[src/hw/psi_consts.svh]
/*
  Register map, field positions, reset values and widths of the PHY
  status interrupt unit. Assumes inclusion by bare name from hw/.
*/
`ifndef PSI_CONSTS_SVH
`define PSI_CONSTS_SVH

// --------------------------------------------------------------------
// Extended register offsets
// --------------------------------------------------------------------
`define PSI_ADDR_STATUS_LO 16'h810D
`define PSI_ADDR_STATUS_HI 16'h810E
`define PSI_ADDR_CAUSE_LO 16'h810F
`define PSI_ADDR_CAUSE_HI 16'h8110
`define PSI_ADDR_LIVE_LO 16'h8111
`define PSI_ADDR_LIVE_HI 16'h8112
`define PSI_ADDR_MASK_LO 16'h8113
`define PSI_ADDR_MASK_HI 16'h8114
`define PSI_ADDR_ACK_LO 16'h8115
`define PSI_ADDR_ACK_HI 16'h8116
`define PSI_ADDR_OUT_CTRL 16'h8117

// --------------------------------------------------------------------
// Low group status bits
// --------------------------------------------------------------------
`define PSI_ST_LINK 0
`define PSI_ST_SPEED 1
`define PSI_ST_DUPLEX 2
`define PSI_ST_CONFIG 3
`define PSI_ST_LO_W 4

// --------------------------------------------------------------------
// Low group cause and live field positions
// --------------------------------------------------------------------
`define PSI_FL_LINK 0
`define PSI_FL_SPEED_LSB 1
`define PSI_FL_SPEED_MSB 2
`define PSI_FL_DUPLEX 3
`define PSI_FL_CONFIG 4
`define PSI_FL_LO_W 5

// --------------------------------------------------------------------
// Output control bits and reset values
// --------------------------------------------------------------------
`define PSI_CTRL_ENABLE 0
`define PSI_CTRL_POL_HIGH 1
`define PSI_CTRL_LATCHED 2
`define PSI_CTRL_W 3
`define PSI_CTRL_RESET 3'h0
`define PSI_MASK_RESET 16'h0000
`define PSI_IRQ_RESET_LEVEL 1'b1
`define PSI_REG_W 16
`define PSI_HI_W 16

`endif

[src/hw/psi_pkg.sv]
/*
  Types of the PHY status interrupt unit: the held link attributes
  and the whole state of the unit as one packed struct.
  Assumes psi_consts.svh is on the include path.
*/
`include "psi_consts.svh"

package psi_pkg;

  // ------------------------------------------------------------------
  // Link attributes kept from the last link-up period
  // ------------------------------------------------------------------
  typedef struct packed {
    logic config_bit;
    logic duplex;
    logic [1:0] speed;
  } psi_held_t;

  // ------------------------------------------------------------------
  // Complete state of the unit
  // ------------------------------------------------------------------
  typedef struct packed {
    logic [`PSI_REG_W-1:0] mask_lo;
    logic [`PSI_REG_W-1:0] mask_hi;
    logic [`PSI_CTRL_W-1:0] ctrl;
    logic [`PSI_ST_LO_W-1:0] status_lo;
    logic [`PSI_HI_W-1:0] status_hi;
    logic [`PSI_FL_LO_W-1:0] cause_lo;
    logic [`PSI_HI_W-1:0] cause_hi;
    logic [`PSI_FL_LO_W-1:0] ref_lo;
    logic [`PSI_HI_W-1:0] ref_hi;
    logic [`PSI_ST_LO_W-1:0] ack_lo;
    logic [`PSI_HI_W-1:0] ack_hi;
    psi_held_t held;
    logic latch;
    logic irq;
    logic [`PSI_REG_W-1:0] rdata;
  } psi_state_t;

endpackage : psi_pkg

[src/hw/psi_irq_unit.sv]
/*
  Interrupt unit of an Ethernet PHY: live, cause, status, mask, ack
  and output control registers, plus one push-pull interrupt pin.
  Assumes monitored status inputs come from logic on i_clk and a
  management front end that drives the plain register port.
*/
`timescale 1ns/10ps
`default_nettype none
`include "psi_consts.svh"

// Behaviour
// - Interrupt pin reports changes of monitored status without host polling.
// - Reset disables the interrupt and restores every register default.
// - Output control register selects active-high or active-low pin polarity.
// - Non-latched mode: pin asserted while any enabled status bit is set.
// - Status bit at one with its mask bit set asserts the pin.
// - Only status register bits feed the interrupt pin.
// - Writing one to an ack bit clears the matching status bit.
// - Ack bits return to zero by themselves one cycle after the write.
// - Interrupt pin is push-pull, never open drain.
// - Speed, duplex, config live fields hold values from last link-up period.
// - Setting a status bit stores its cause in the cause register.
// - A cause field stays frozen until its interrupt is serviced.
// - Writing one to an ack bit also clears the matching cause field.
// - New event when stored cause copy and live value differ.
// - All interrupt registers sit in the extended address space.
// - Register port keeps answering while isolated or powered down.
module psi_irq_unit #(
  parameter int AUX_WIDTH = 16
) (
  input wire logic i_clk,
  input wire logic i_sys_rst,
  input wire logic i_link_up,
  input wire logic [1:0] i_speed,
  input wire logic i_duplex,
  input wire logic i_config,
  input wire logic [AUX_WIDTH-1:0] i_aux_status,
  input wire logic [15:0] i_addr,
  input wire logic [15:0] i_wdata,
  input wire logic i_wr,
  input wire logic i_rd,
  output logic [15:0] o_rdata,
  output logic o_irq
);

  // ------------------------------------------------------------------
  // Parameter check
  // ------------------------------------------------------------------
  // High group has one register of 16 sources.
  if (AUX_WIDTH < 1 || AUX_WIDTH > `PSI_HI_W) begin : g_bad_width
    $error("AUX_WIDTH must be 1 to 16");
  end

  // Low group images must fit one register.
  if (`PSI_FL_LO_W > `PSI_REG_W || `PSI_ST_LO_W > `PSI_REG_W) begin : g_bad_lo_width
    $error("low group wider than a register");
  end

  // Control image must fit one register.
  if (`PSI_CTRL_W > `PSI_REG_W) begin : g_bad_ctrl_width
    $error("control wider than a register");
  end

  // Speed field is two bits wide, as the speed port.
  if (`PSI_FL_SPEED_MSB - `PSI_FL_SPEED_LSB != 1) begin : g_bad_speed_field
    $error("speed field must be two bits");
  end

  // ------------------------------------------------------------------
  // Reset value of the whole state
  // ------------------------------------------------------------------
  localparam psi_pkg::psi_state_t RESET_STATE = '{
    mask_lo: `PSI_MASK_RESET,
    mask_hi: `PSI_MASK_RESET,
    ctrl: `PSI_CTRL_RESET,
    status_lo: '0,
    status_hi: '0,
    cause_lo: '0,
    cause_hi: '0,
    ref_lo: '0,
    ref_hi: '0,
    ack_lo: '0,
    ack_hi: '0,
    held: '0,
    latch: 1'b0,
    irq: `PSI_IRQ_RESET_LEVEL,
    rdata: '0
  };

  // ------------------------------------------------------------------
  // Helpers
  // ------------------------------------------------------------------
  // Zero-extend a narrow field into a 16-bit register image.
  function automatic logic [15:0] psi_pad_lo(input logic [`PSI_FL_LO_W-1:0] v);
    psi_pad_lo = {{(16 - `PSI_FL_LO_W){1'b0}}, v};
  endfunction : psi_pad_lo

  function automatic logic [15:0] psi_pad_st(input logic [`PSI_ST_LO_W-1:0] v);
    psi_pad_st = {{(16 - `PSI_ST_LO_W){1'b0}}, v};
  endfunction : psi_pad_st

  // Register read mux; unmapped addresses read as zero.
  // lo offset low group, hi offset high group
  function automatic logic [15:0] psi_read(
    input logic [15:0] addr,
    input psi_pkg::psi_state_t s,
    input logic [`PSI_FL_LO_W-1:0] live_lo,
    input logic [`PSI_HI_W-1:0] live_hi
  );
    case (addr)
      `PSI_ADDR_STATUS_LO: begin
        psi_read = psi_pad_st(s.status_lo);
      end
      `PSI_ADDR_STATUS_HI: begin
        psi_read = s.status_hi;
      end
      `PSI_ADDR_CAUSE_LO: begin
        psi_read = psi_pad_lo(s.cause_lo);
      end
      `PSI_ADDR_CAUSE_HI: begin
        psi_read = s.cause_hi;
      end
      `PSI_ADDR_LIVE_LO: begin
        psi_read = psi_pad_lo(live_lo);
      end
      `PSI_ADDR_LIVE_HI: begin
        psi_read = live_hi;
      end
      `PSI_ADDR_MASK_LO: begin
        psi_read = s.mask_lo;
      end
      `PSI_ADDR_MASK_HI: begin
        psi_read = s.mask_hi;
      end
      `PSI_ADDR_ACK_LO: begin
        psi_read = psi_pad_st(s.ack_lo);
      end
      `PSI_ADDR_ACK_HI: begin
        psi_read = s.ack_hi;
      end
      `PSI_ADDR_OUT_CTRL: begin
        psi_read = {{(16 - `PSI_CTRL_W){1'b0}}, s.ctrl};
      end
      default: begin
        psi_read = 16'h0000;
      end
    endcase
  endfunction : psi_read

  // ------------------------------------------------------------------
  // State
  // ------------------------------------------------------------------
  psi_pkg::psi_state_t q;
  psi_pkg::psi_state_t d;
  logic [`PSI_HI_W-1:0] aux_pad;
  logic [`PSI_FL_LO_W-1:0] live_lo;
  logic [`PSI_HI_W-1:0] live_hi;
  logic [`PSI_ST_LO_W-1:0] diff_lo;
  logic [`PSI_ST_LO_W-1:0] event_lo;
  logic [`PSI_HI_W-1:0] event_hi;
  logic pending;

  always_comb begin
    aux_pad = '0;
    aux_pad[AUX_WIDTH-1:0] = i_aux_status;
  end

  // ------------------------------------------------------------------
  // Live view of the monitored signals
  // ------------------------------------------------------------------
  always_comb begin
    live_lo = '0;
    live_lo[`PSI_FL_LINK] = i_link_up;
    // attributes from last link-up
    // Held copy keeps link-down reads meaningful.
    if (i_link_up) begin
      live_lo[`PSI_FL_SPEED_MSB:`PSI_FL_SPEED_LSB] = i_speed;
      live_lo[`PSI_FL_DUPLEX] = i_duplex;
      live_lo[`PSI_FL_CONFIG] = i_config;
    end else begin
      live_lo[`PSI_FL_SPEED_MSB:`PSI_FL_SPEED_LSB] = q.held.speed;
      live_lo[`PSI_FL_DUPLEX] = q.held.duplex;
      live_lo[`PSI_FL_CONFIG] = q.held.config_bit;
    end
    live_hi = aux_pad;
  end

  // ------------------------------------------------------------------
  // Change detection against the stored cause copy
  // ------------------------------------------------------------------
  always_comb begin
    diff_lo[`PSI_ST_LINK] = live_lo[`PSI_FL_LINK] != q.ref_lo[`PSI_FL_LINK];
    diff_lo[`PSI_ST_SPEED] = live_lo[`PSI_FL_SPEED_MSB:`PSI_FL_SPEED_LSB]
                             != q.ref_lo[`PSI_FL_SPEED_MSB:`PSI_FL_SPEED_LSB];
    diff_lo[`PSI_ST_DUPLEX] = live_lo[`PSI_FL_DUPLEX] != q.ref_lo[`PSI_FL_DUPLEX];
    diff_lo[`PSI_ST_CONFIG] = live_lo[`PSI_FL_CONFIG] != q.ref_lo[`PSI_FL_CONFIG];
    // no new event while one is pending
    // A bit being acked this cycle counts as free, so the set wins.
    // Stored copy survives ack, so a reported state never rings twice.
    event_lo = diff_lo & (~q.status_lo | q.ack_lo);
    event_hi = (live_hi ^ q.ref_hi) & (~q.status_hi | q.ack_hi);
  end

  // ------------------------------------------------------------------
  // Next state
  // ------------------------------------------------------------------
  always_comb begin
    d = q;
    d.rdata = 16'h0000;
    if (i_link_up) begin
      d.held.speed = i_speed;
      d.held.duplex = i_duplex;
      d.held.config_bit = i_config;
    end

    // ack bits drop after one cycle
    d.status_lo = (q.status_lo & ~q.ack_lo) | event_lo;
    d.status_hi = (q.status_hi & ~q.ack_hi) | event_hi;
    d.ack_lo = '0;
    d.ack_hi = '0;

    if (q.ack_lo[`PSI_ST_LINK]) begin
      d.cause_lo[`PSI_FL_LINK] = 1'b0;
    end
    if (q.ack_lo[`PSI_ST_SPEED]) begin
      d.cause_lo[`PSI_FL_SPEED_MSB:`PSI_FL_SPEED_LSB] = 2'h0;
    end
    if (q.ack_lo[`PSI_ST_DUPLEX]) begin
      d.cause_lo[`PSI_FL_DUPLEX] = 1'b0;
    end
    if (q.ack_lo[`PSI_ST_CONFIG]) begin
      d.cause_lo[`PSI_FL_CONFIG] = 1'b0;
    end
    d.cause_hi = q.cause_hi & ~q.ack_hi;

    // store the cause on a new event
    if (event_lo[`PSI_ST_LINK]) begin
      d.cause_lo[`PSI_FL_LINK] = live_lo[`PSI_FL_LINK];
      d.ref_lo[`PSI_FL_LINK] = live_lo[`PSI_FL_LINK];
    end
    if (event_lo[`PSI_ST_SPEED]) begin
      d.cause_lo[`PSI_FL_SPEED_MSB:`PSI_FL_SPEED_LSB] =
        live_lo[`PSI_FL_SPEED_MSB:`PSI_FL_SPEED_LSB];
      d.ref_lo[`PSI_FL_SPEED_MSB:`PSI_FL_SPEED_LSB] =
        live_lo[`PSI_FL_SPEED_MSB:`PSI_FL_SPEED_LSB];
    end
    if (event_lo[`PSI_ST_DUPLEX]) begin
      d.cause_lo[`PSI_FL_DUPLEX] = live_lo[`PSI_FL_DUPLEX];
      d.ref_lo[`PSI_FL_DUPLEX] = live_lo[`PSI_FL_DUPLEX];
    end
    if (event_lo[`PSI_ST_CONFIG]) begin
      d.cause_lo[`PSI_FL_CONFIG] = live_lo[`PSI_FL_CONFIG];
      d.ref_lo[`PSI_FL_CONFIG] = live_lo[`PSI_FL_CONFIG];
    end
    d.cause_hi = (d.cause_hi & ~event_hi) | (live_hi & event_hi);
    d.ref_hi = (q.ref_hi & ~event_hi) | (live_hi & event_hi);

    // ----------------------------------------------------------------
    // Register writes
    // ----------------------------------------------------------------
    // decode of extended offsets only
    // no power or isolate gating on the port
    if (i_wr) begin
      case (i_addr)
        `PSI_ADDR_MASK_LO: begin
          d.mask_lo = i_wdata;
        end
        `PSI_ADDR_MASK_HI: begin
          d.mask_hi = i_wdata;
        end
        `PSI_ADDR_ACK_LO: begin
          d.ack_lo = i_wdata[`PSI_ST_LO_W-1:0];
        end
        `PSI_ADDR_ACK_HI: begin
          d.ack_hi = i_wdata;
        end
        `PSI_ADDR_OUT_CTRL: begin
          d.ctrl = i_wdata[`PSI_CTRL_W-1:0];
        end
        // Read-only and unmapped offsets ignore writes
        default: begin
          d.ctrl = q.ctrl;
        end
      endcase
    end

    if (i_rd) begin
      d.rdata = psi_read(i_addr, q, live_lo, live_hi);
    end

    // ----------------------------------------------------------------
    // Interrupt pin
    // ----------------------------------------------------------------
    // only status bits are sources
    pending = (|(q.status_lo & q.mask_lo[`PSI_ST_LO_W-1:0]))
              | (|(q.status_hi & q.mask_hi));
    // level follows pending bits
    // Latched mode holds the pin until an ack write lands while no enabled status bit is set, so a
    // mask change alone cannot hide an event the host has not seen.
    if (!q.ctrl[`PSI_CTRL_ENABLE]) begin
      d.latch = 1'b0;
    end else if (q.ctrl[`PSI_CTRL_LATCHED]) begin
      d.latch = pending | (q.latch & ~((|q.ack_lo) | (|q.ack_hi)));
    end else begin
      d.latch = pending;
    end
    d.irq = d.latch ? q.ctrl[`PSI_CTRL_POL_HIGH] : ~q.ctrl[`PSI_CTRL_POL_HIGH];
  end

  // ------------------------------------------------------------------
  // Registers
  // ------------------------------------------------------------------
  always_ff @(posedge i_clk) begin
    // everything to defaults, pin disabled
    // Synchronous reset: one edge restores every field.
    if (i_sys_rst) begin
      q <= RESET_STATE;
    end else begin
      q <= d;
    end
  end

  // ------------------------------------------------------------------
  // Outputs
  // ------------------------------------------------------------------
  // push-pull: pin always driven
  // Read data is zero outside its one cycle, so a late sample shows.
  assign o_irq = q.irq;
  assign o_rdata = q.rdata;

endmodule : psi_irq_unit
`default_nettype wire

[config.mk]
export PLATFORM = sky130hd
export DESIGN_NAME = psi_irq_unit
export DESIGN_NICKNAME = d
export VERILOG_FILES = /design/src/hw/psi_pkg.sv /design/src/hw/psi_irq_unit.sv
export VERILOG_INCLUDE_DIRS = /design/src /design/src/hw
export SDC_FILE = /design/constraint.sdc
export NUM_CORES = 1
export LEC_CHECK = 0
export CAP_MARGIN = 20
export CELL_PAD_IN_SITES_DETAIL_PLACEMENT = 0
export CELL_PAD_IN_SITES_GLOBAL_PLACEMENT = 1
export CORE_MARGIN = 2
export CORE_UTILIZATION = 45
export CTS_CLUSTER_SIZE = 28
export DETAILED_ROUTE_END_ITERATION = 16
export DONT_BUFFER_PORTS = 1
export PLACE_DENSITY_LB_ADDON = 0.1
export SLEW_MARGIN = 20
export SYNTH_ARGS = -nofsm -noshare
export SYNTH_HDL_FRONTEND = slang
export SYNTH_SLANG_ARGS = --single-unit
[constraint.sdc]
create_clock -name i_clk -period 2.5 [get_ports i_clk]
set_input_delay 0.5 -clock i_clk [delete_from_list [all_inputs] [get_ports i_clk]]
set_output_delay 0.5 -clock i_clk [all_outputs]
set_load 0.005 [all_outputs]
## Word-level counts from Yosys, hierarchy flattened

Index checks and enable logic that the tools add are counted.

| storage, ports and cells | value |
|---|---|
| bits in registers | 139 |
| input bits | 57 |
| output and inout port bits | 17 |
| word-level logic and storage cells | 97 |

| operators by class | value |
|---|---|
| eq/ne operators | 15 |
| muxes and demuxes | 13 |
| bitwise operators | 32 |
| reductions and logical operators | 14 |

Operator list:

| operator | count |
|---|---|
| $eq A16 B16 Y1 const B | 11 |
| $pmux W16 S11 | 1 |
| $and A16 B16 Y16 | 7 |
| $or A16 B16 Y16 | 4 |
| $not A16 Y16 | 3 |
| $reduce_or A16 Y1 | 2 |
| $xor A16 B16 Y16 | 1 |
| $and A4 B4 Y4 | 3 |
| $mux W1 | 9 |
| $not A4 Y4 | 2 |
| $or A4 B4 Y4 | 2 |
| $reduce_bool A2 Y1 | 4 |
| $reduce_or A4 Y1 | 2 |
| $not A1 Y1 | 6 |
| $reduce_and A2 Y1 | 3 |
| $reduce_or A3 Y1 | 2 |
| $mux W2 | 2 |
| $mux W4 | 1 |
| $ne A1 B1 Y1 | 3 |
| $or A1 B1 Y1 | 3 |
| $ne A2 B2 Y1 | 1 |
| $reduce_or A2 Y1 | 1 |
| $and A1 B1 Y1 | 1 |

## Depth between registers and ports, before layout

Gate-level depths: netlist (run 1).

| depth | value |
|---|---|
| depth in word-level cells | 8 |
| depth in mapped cells | 9 |

## Worst setup path before layout (run 1)

OpenSTA, ideal clock, no wires.

| timing | value |
|---|---|
| path type | in2reg |
| start point | in i_addr[9] |
| end point | reg q, in the netlist o_rdata[15] |
| library setup time | 0.074 ns |
| data arrival time | 2.146 ns |
| data required time | 2.426 ns |
| path slack | 0.281 ns |
| stages | 6 |
| buffers on the path | 1 |
| cell sequence | or4b_4 or3_4 buf_6 nor3_4 a222oi_1 a21oi_1 |

| between the ends | value |
|---|---|
| word-level cells in the longest chain between the ends | 2 |
| elaborated cells between the ends (all ways) | 12 |
| those cells by class | 11 x eq/ne; 1 x mux |

Ends and longest elaborated chain:

| element | line | RTL |
|---|---|---|
| start, declared | psi_irq_unit.sv:38 | `input wire logic [15:0] i_addr,` |
| $eq A16 B16 Y1 | psi_irq_unit.sv:110 | `case (addr)` |
| $pmux W16 S11 (*) | psi_irq_unit.sv:110 |  |
| end signal, assigned | psi_irq_unit.sv:317 | `q <= RESET_STATE;` |
| end signal, assigned | psi_irq_unit.sv:319 | `q <= d;` |
| end, declared | psi_irq_unit.sv:153 | `psi_pkg::psi_state_t q;` |

Mark *: on every way between the ends. The rest lies on a longest branch, timed or not.
A chain may end at the register's enable or synchronous reset.

## Final worst setup path (run 1)

| timing | value |
|---|---|
| start point | in i_addr[9] |
| end point | reg q, in the netlist o_rdata[3] |

The elaborated chain is that of the path after synthesis.

==> qor.yml, run 1 <==
tightest_slew_ns: 0.7022
die_width_um: 122.3
cts_resized: 0
hold_class: "primary input to register"
grt_pass1_wl_um: 30530
syn_inst: 755
dpl_cell_area_um2: 6434
finalHoldViolations: 0
worstHoldEndpoint: "q[73]$_SDFF_PP0_"
slew_headroom_pct: 53.16
drcViolationCount: 0
ctsHoldBuffers: 0
track_usage_pct: 27.54
avgSynthCellArea_um2: 8.342
start_kind: "primary input"
rows: 43
synth-seq-cells: 139
die_y_um: 122.3
crit_type: "primary input to register"
totalWireLength_um: 19730
core_area_um2: 13770
finalClockSkew_ns: 0.005504
async_flop_share_pct: 0
yosysWarnings: 0
grt_pass1_vias: 5281
clock_sinks: 139
hold_depth: 1
fmax_ghz: 0.4676
htreeDepth: 4
worst_ep_arrival_time_ns: 2.46
setup_viol_count_final: 0
area_growth_pct: 11.84
synth_flop_cell: "dfxtp_1"
p_leak_nw: 2.618
wl_per_cell_um: 21.02
end_kind: "register"
fin_area_um2: 7044
finalCriticalPeriod_ns: 2.139
fill_cells: 1344
synth_top_cells_by_area: "dfxtp_1 (44%), a21oi_1 (8.4%), nor2_1 (5.4%)"
min-delay-start: "i_sys_rst"
synth.distinct_cells: 58
power.total_mw: 5.370
netlist_area_um2: 6299
final.period_utilization_pct: 85.54
cts_buffers: 17
die-area_um2: 14960
final_cell_mix: "dfxtp_1 (139), a21oi_1 (106), nor2_1 (91), nand2_1 (90), o21ai_0 (42)"
grt-ovfl-total: 0
final_max_slew_viol_count: 0
synth.net_count: 812
dp_hpwl_um: 13980
start_util_pct: 45.73
reg2reg_depth: 5
path_clk_slew_ns: 0.06
layout_commonest_cell: "dfxtp_1"
rsz0062_at_grt: "no"
status: "completed"
yosysSeqAreaShare_pct: 44.18
max_cap_violations: 0
place.gp.congestion: 0.8917
r2r_end: "o_irq$_SDFF_PP1_"
worstPathRequired_ns: 2.82
r2r-start: "q[92]$_SDFF_PP0_"
drt_iter0_markers: 533
r2r_setup_slack_ns: 0.59
postCtsSetupBuffers: 0
cts_root_buf: "clkbuf_16"
yosysTopAreaCellShare_pct: 44.18
port_buffers: 0
clk_latency_ns: 0.43
first_pass_iters: 6
ant_nets: 0
nets: 802
pre_cts_slack_ns: -0.02085
via_per_inst: 5.874
post-route-util_pct: 51.14
synth_top_cell_by_area: "dfxtp_1"
power.density_nw_per_um2: 762.3
grt_max_degree: 108
synth_edf_count: 0
antenna_found_initial: 1
cts_tree: "done"
ir_drop_mv: 0.4308
clockBufferDepth: 2
drive_gt1_share_pct: 10.82
io_pins: 74
layout_setup_ws_ns: 0.3614
path_max_fanout: 5
dr_total_vias: 5516
-- routing by layer --
metal	up-vias	GRT usage (%)	wire length, um
met5	-	0	0
met4	0	10.49	394
met3	26	6.180	1495
met2	220	40.14	8575
met1	2650	39.54	9268
li1	2620	-	-
-- cell usage after synthesis, types with 2 or more instances --
library cell	count
inv_1	18
a22oi_1	18
and3_1	4
xor2_1	15
a31oi_1	2
buf_2	5
a211oi_1	3
buf_4	17
mux2_2	14
nor3_1	5
nor3_4	4
nor2_1	91
dfxtp_1	139
a221oi_1	5
nand2b_1	20
o22ai_1	2
o21a_1	2
nor2b_1	9
clkbuf_1	25
nand3_1	13
and4b_1	2
and2_1	21
xnor2_1	6
nand2_1	90
a22o_1	7
o21bai_1	3
nand4_1	4
mux2i_1	15
a222oi_1	10
a32oi_1	2
a21oi_1	106
nor4_1	6
nand3b_1	4
o21ai_0	42
buf_6	2
nor3_2	2
-- worst max-delay path by stage --
stage,from,endpoint,slack (ns)
global placement,i_addr[9],o_rdata[3]$_SDFF_PP0_,-0.01
floorplan,i_addr[9],o_rdata[15]$_SDFF_PP0_,0.28
finish,i_addr[9],o_rdata[3]$_SDFF_PP0_,0.36
detailed placement,i_addr[9],o_rdata[3]$_SDFF_PP0_,-0.02
CTS,i_addr[9],o_rdata[3]$_SDFF_PP0_,0.42
global route,i_addr[9],o_rdata[3]$_SDFF_PP0_,0.25
-- per-stage QoR --
| stage | setup TNS, ns | cells | hold slack (ns) |
|---|---|---|---|
| global route | 0 | 939 | 0.1305 |
| CTS | 0 | 938 | 0.1332 |
| finish | 0 | 939 | 0.1577 |
| floorplan | 0 | 755 | 0.4315 |
| global placement | -0.01259 | 906 | 0.4373 |
| detailed placement | -0.02085 | 906 | 0.4395 |
-- logic make-up after synthesis --
family | count (synthesis) | share of synthesized area, %
muxes | 30 | 5.244
DFF | 139 | 44.18
buffers and inverters | 68 | 5.403
and+or+nand+nor | 287 | 22.39
AOI/OAI and AO/OA | 210 | 19.87
xor gates and xnor gates | 21 | 2.920
-- power breakdown --
part | internal [mW] | leakage (nW) | total, mW | switching, mW
logic | 0.172 | 1.19 | 0.383 | 0.211
clock network | 1.60 | 0.290 | 2.57 | 0.977
registers | 2.32 | 1.14 | 2.41 | 0.0948
-- layout make-up --
| type | instances | area, um^2 | area share, % |
|---|---|---|---|
| Multi-Input combinational cell | 548 | 3176 | 45.08 |
| Sequential cell | 139 | 2783 | 39.50 |
| Clock buffer | 22 | 494.2 | 7.016 |
| Tap cell | 180 | 225.2 | 3.197 |
| Timing Repair Buffer | 21 | 182.7 | 2.593 |
| Clock inverter | 10 | 113.9 | 1.616 |
| Inverter | 18 | 67.56 | 0.9591 |
| Antenna cell | 1 | 2.502 | 0.03552 |
-- worst max-delay path, stage by stage --
cell,delay (ns)
or4b_4,0.54
or2_0,0.37
nor3_1,0.57
a22oi_1,0.19
a21oi_1,0.28
(Power assumes the default switching activity.)
==> run 2, diff against run 1 <==
- clock period: 2.5 -> 2.6 ns (I/O delays scaled with it)
==> qor.yml, run 2 (same netlist as run 1, synthesis figures left out) <==
clockBufferDepth: 2  # unchanged
fill_cells: 1329  # -1.1%
end_kind: "register"
rsz0062_at_grt: "no"
layout_setup_ws_ns: 0.5945  # +0.2331 ns
drive_gt1_share_pct: 10.45  # -0.37 points
start_util_pct: 45.73  # unchanged
grt_max_degree: 108  # unchanged
cts_resized: 0  # unchanged
cp_slowest_cell: "or4b_4"
antenna_found_initial: 0  # -1
dp_hpwl_um: 13790  # -1.4%
nets: 801  # -0.12%
final.period_utilization_pct: 77.14
tightest_slew_ns: 0.4866  # -0.2156 ns
cts_root_buf: "clkbuf_16"
cts_buffers: 17  # unchanged
dpl_cell_area_um2: 6426  # -0.12%
ir_drop_mv: 0.4473  # +3.8%
grt_pass1_wl_um: 29850  # -2.2%
core_area_um2: 13770  # unchanged
power.density_nw_per_um2: 737.7  # -3.2%
final_max_slew_viol_count: 0  # unchanged
tns_ns: 0  # unchanged
max_cap_violations: 0  # unchanged
die-area_um2: 14960  # unchanged
grt_pass1_vias: 5389  # +2.0%
layout_commonest_cell: "dfxtp_1"
htreeDepth: 4  # unchanged
multi_input_area_um2: 3176  # unchanged
pre_cts_slack_ns: 0.1767  # +0.1975 ns
finalClockSkew_ns: 0.005328  # -0.0001753 ns
wl_per_cell_um: 20.69  # -1.5%
cts_tree: "done"
first_pass_iters: 12  # +6
crit_type: "primary input to register"
fin_area_um2: 7028  # -0.23%
worst_ep_arrival_time_ns: 2.36  # -0.10 ns
path_clk_slew_ns: 0.06  # about the same
path_max_fanout: 16  # +11
crit_chain: "or4b_4, or3_4, nor3_4, and3b_2, and2_1"
place.gp.congestion: 0.8855  # -0.70%
hold_class: "primary input to register"
final_cell_mix: "dfxtp_1 (139), a21oi_1 (106), nor2_1 (91), nand2_1 (90), o21ai_0 (42)"
die_y_um: 122.3  # unchanged
postCtsSetupBuffers: 0  # unchanged
finalCriticalPeriod_ns: 2.006
p_leak_nw: 2.609  # -0.36%
drcViolationCount: 0  # unchanged
cp_num_buf_inv: 0  # unchanged
dr_total_vias: 5520  # +0.073%
seqCellArea_um2: 2783  # unchanged
via_per_inst: 5.897  # +0.39%
rows: 43  # unchanged
drt_iter0_markers: 661  # +24%
port_buffers: 0  # unchanged
slew_headroom_pct: 67.26  # +14 points
track_usage_pct: 26.71  # -0.83 points
ctsHoldBuffers: 0  # unchanged
status: "completed"
clock_sinks: 139  # unchanged
ant_nets: 0  # unchanged
finalHoldViolations: 0  # unchanged
critPathMaxStageDelay_ns: 0.54  # -0.03 ns
totalWireLength_um: 19370  # -1.8%
grt-ovfl-total: 0  # unchanged
fmax_ghz: 0.4986
antennaDiodeCount: 0  # -1
die_width_um: 122.3  # unchanged
worstPathRequired_ns: 2.96  # +0.14 ns
io_pins: 74  # unchanged
setup_viol_count_final: 0  # unchanged
crit_family: "simple AND/OR/NAND/NOR gates"
timing.hold.ws_ns: 0.1668  # +0.009094 ns
area_growth_pct: 11.58
clk_latency_ns: 0.42  # about the same
start_kind: "primary input"
-- run 2: stage by stage --
stage	util (%)	cells	power [mW]
floorplan	-	755	2.660
CTS	51.03	936	5.205
detailed placement	46.66	905	2.727
finish	51.03	936	5.185
global placement	46.66	905	2.708
global route	51.03	936	5.379
-- run 2: routing by layer --
| metal | vias to the layer above | part of all wire, % | wire length (um) | track usage [%] |
|---|---|---|---|---|
| li1 | 2605 | - | - | - |
| met1 | 2685 | 48 | 9231 | 38.23 |
| met2 | 212 | 43 | 8410 | 39.83 |
| met3 | 18 | 7.7 | 1492 | 7.017 |
| met4 | 0 | 1.2 | 235 | 6.968 |
| met5 | - | 0 | 0 | 0 |
-- run 2: area by class of cell --
class,instances,share of cell area (%)
multi-input cells,548,45.18
flip-flops and latches,139,39.59
clock buffers,20,6.498
well taps,180,3.205
repair buffers,20,2.492
clock inverters,11,2.065
inverters,18,0.9614
-- run 2: final timing paths --
kind                       startpoint                  end  slack, ns  cells after the start
setup / recovery            i_addr[9]     q[26]$_SDFF_PP0_       0.59                      5
hold / removal              i_sys_rst   q[83]$_SDFFE_PP0P_       0.17                      1
setup reg to reg     q[92]$_SDFF_PP0_     o_irq$_SDFF_PP1_       0.72                      5
hold reg to reg   q[138]$_SDFFE_PP0P_  q[138]$_SDFFE_PP0P_       0.45                      2
-- run 2: report_power, final --
group	switching [mW]	internal [mW]	total [mW]
registers	0.0914	2.23	2.32
clock network	0.946	1.55	2.50
logic	0.199	0.166	0.365
total	1.24	3.95	5.18
-- run 2: worst register-to-register path: stages, from the launching register on --
cell and delay, ns:
dfxtp_1 0.34, a22o_1 0.28, a221oi_1 0.35, a21boi_0 0.16, a211oi_1 0.42, mux2i_1 0.27
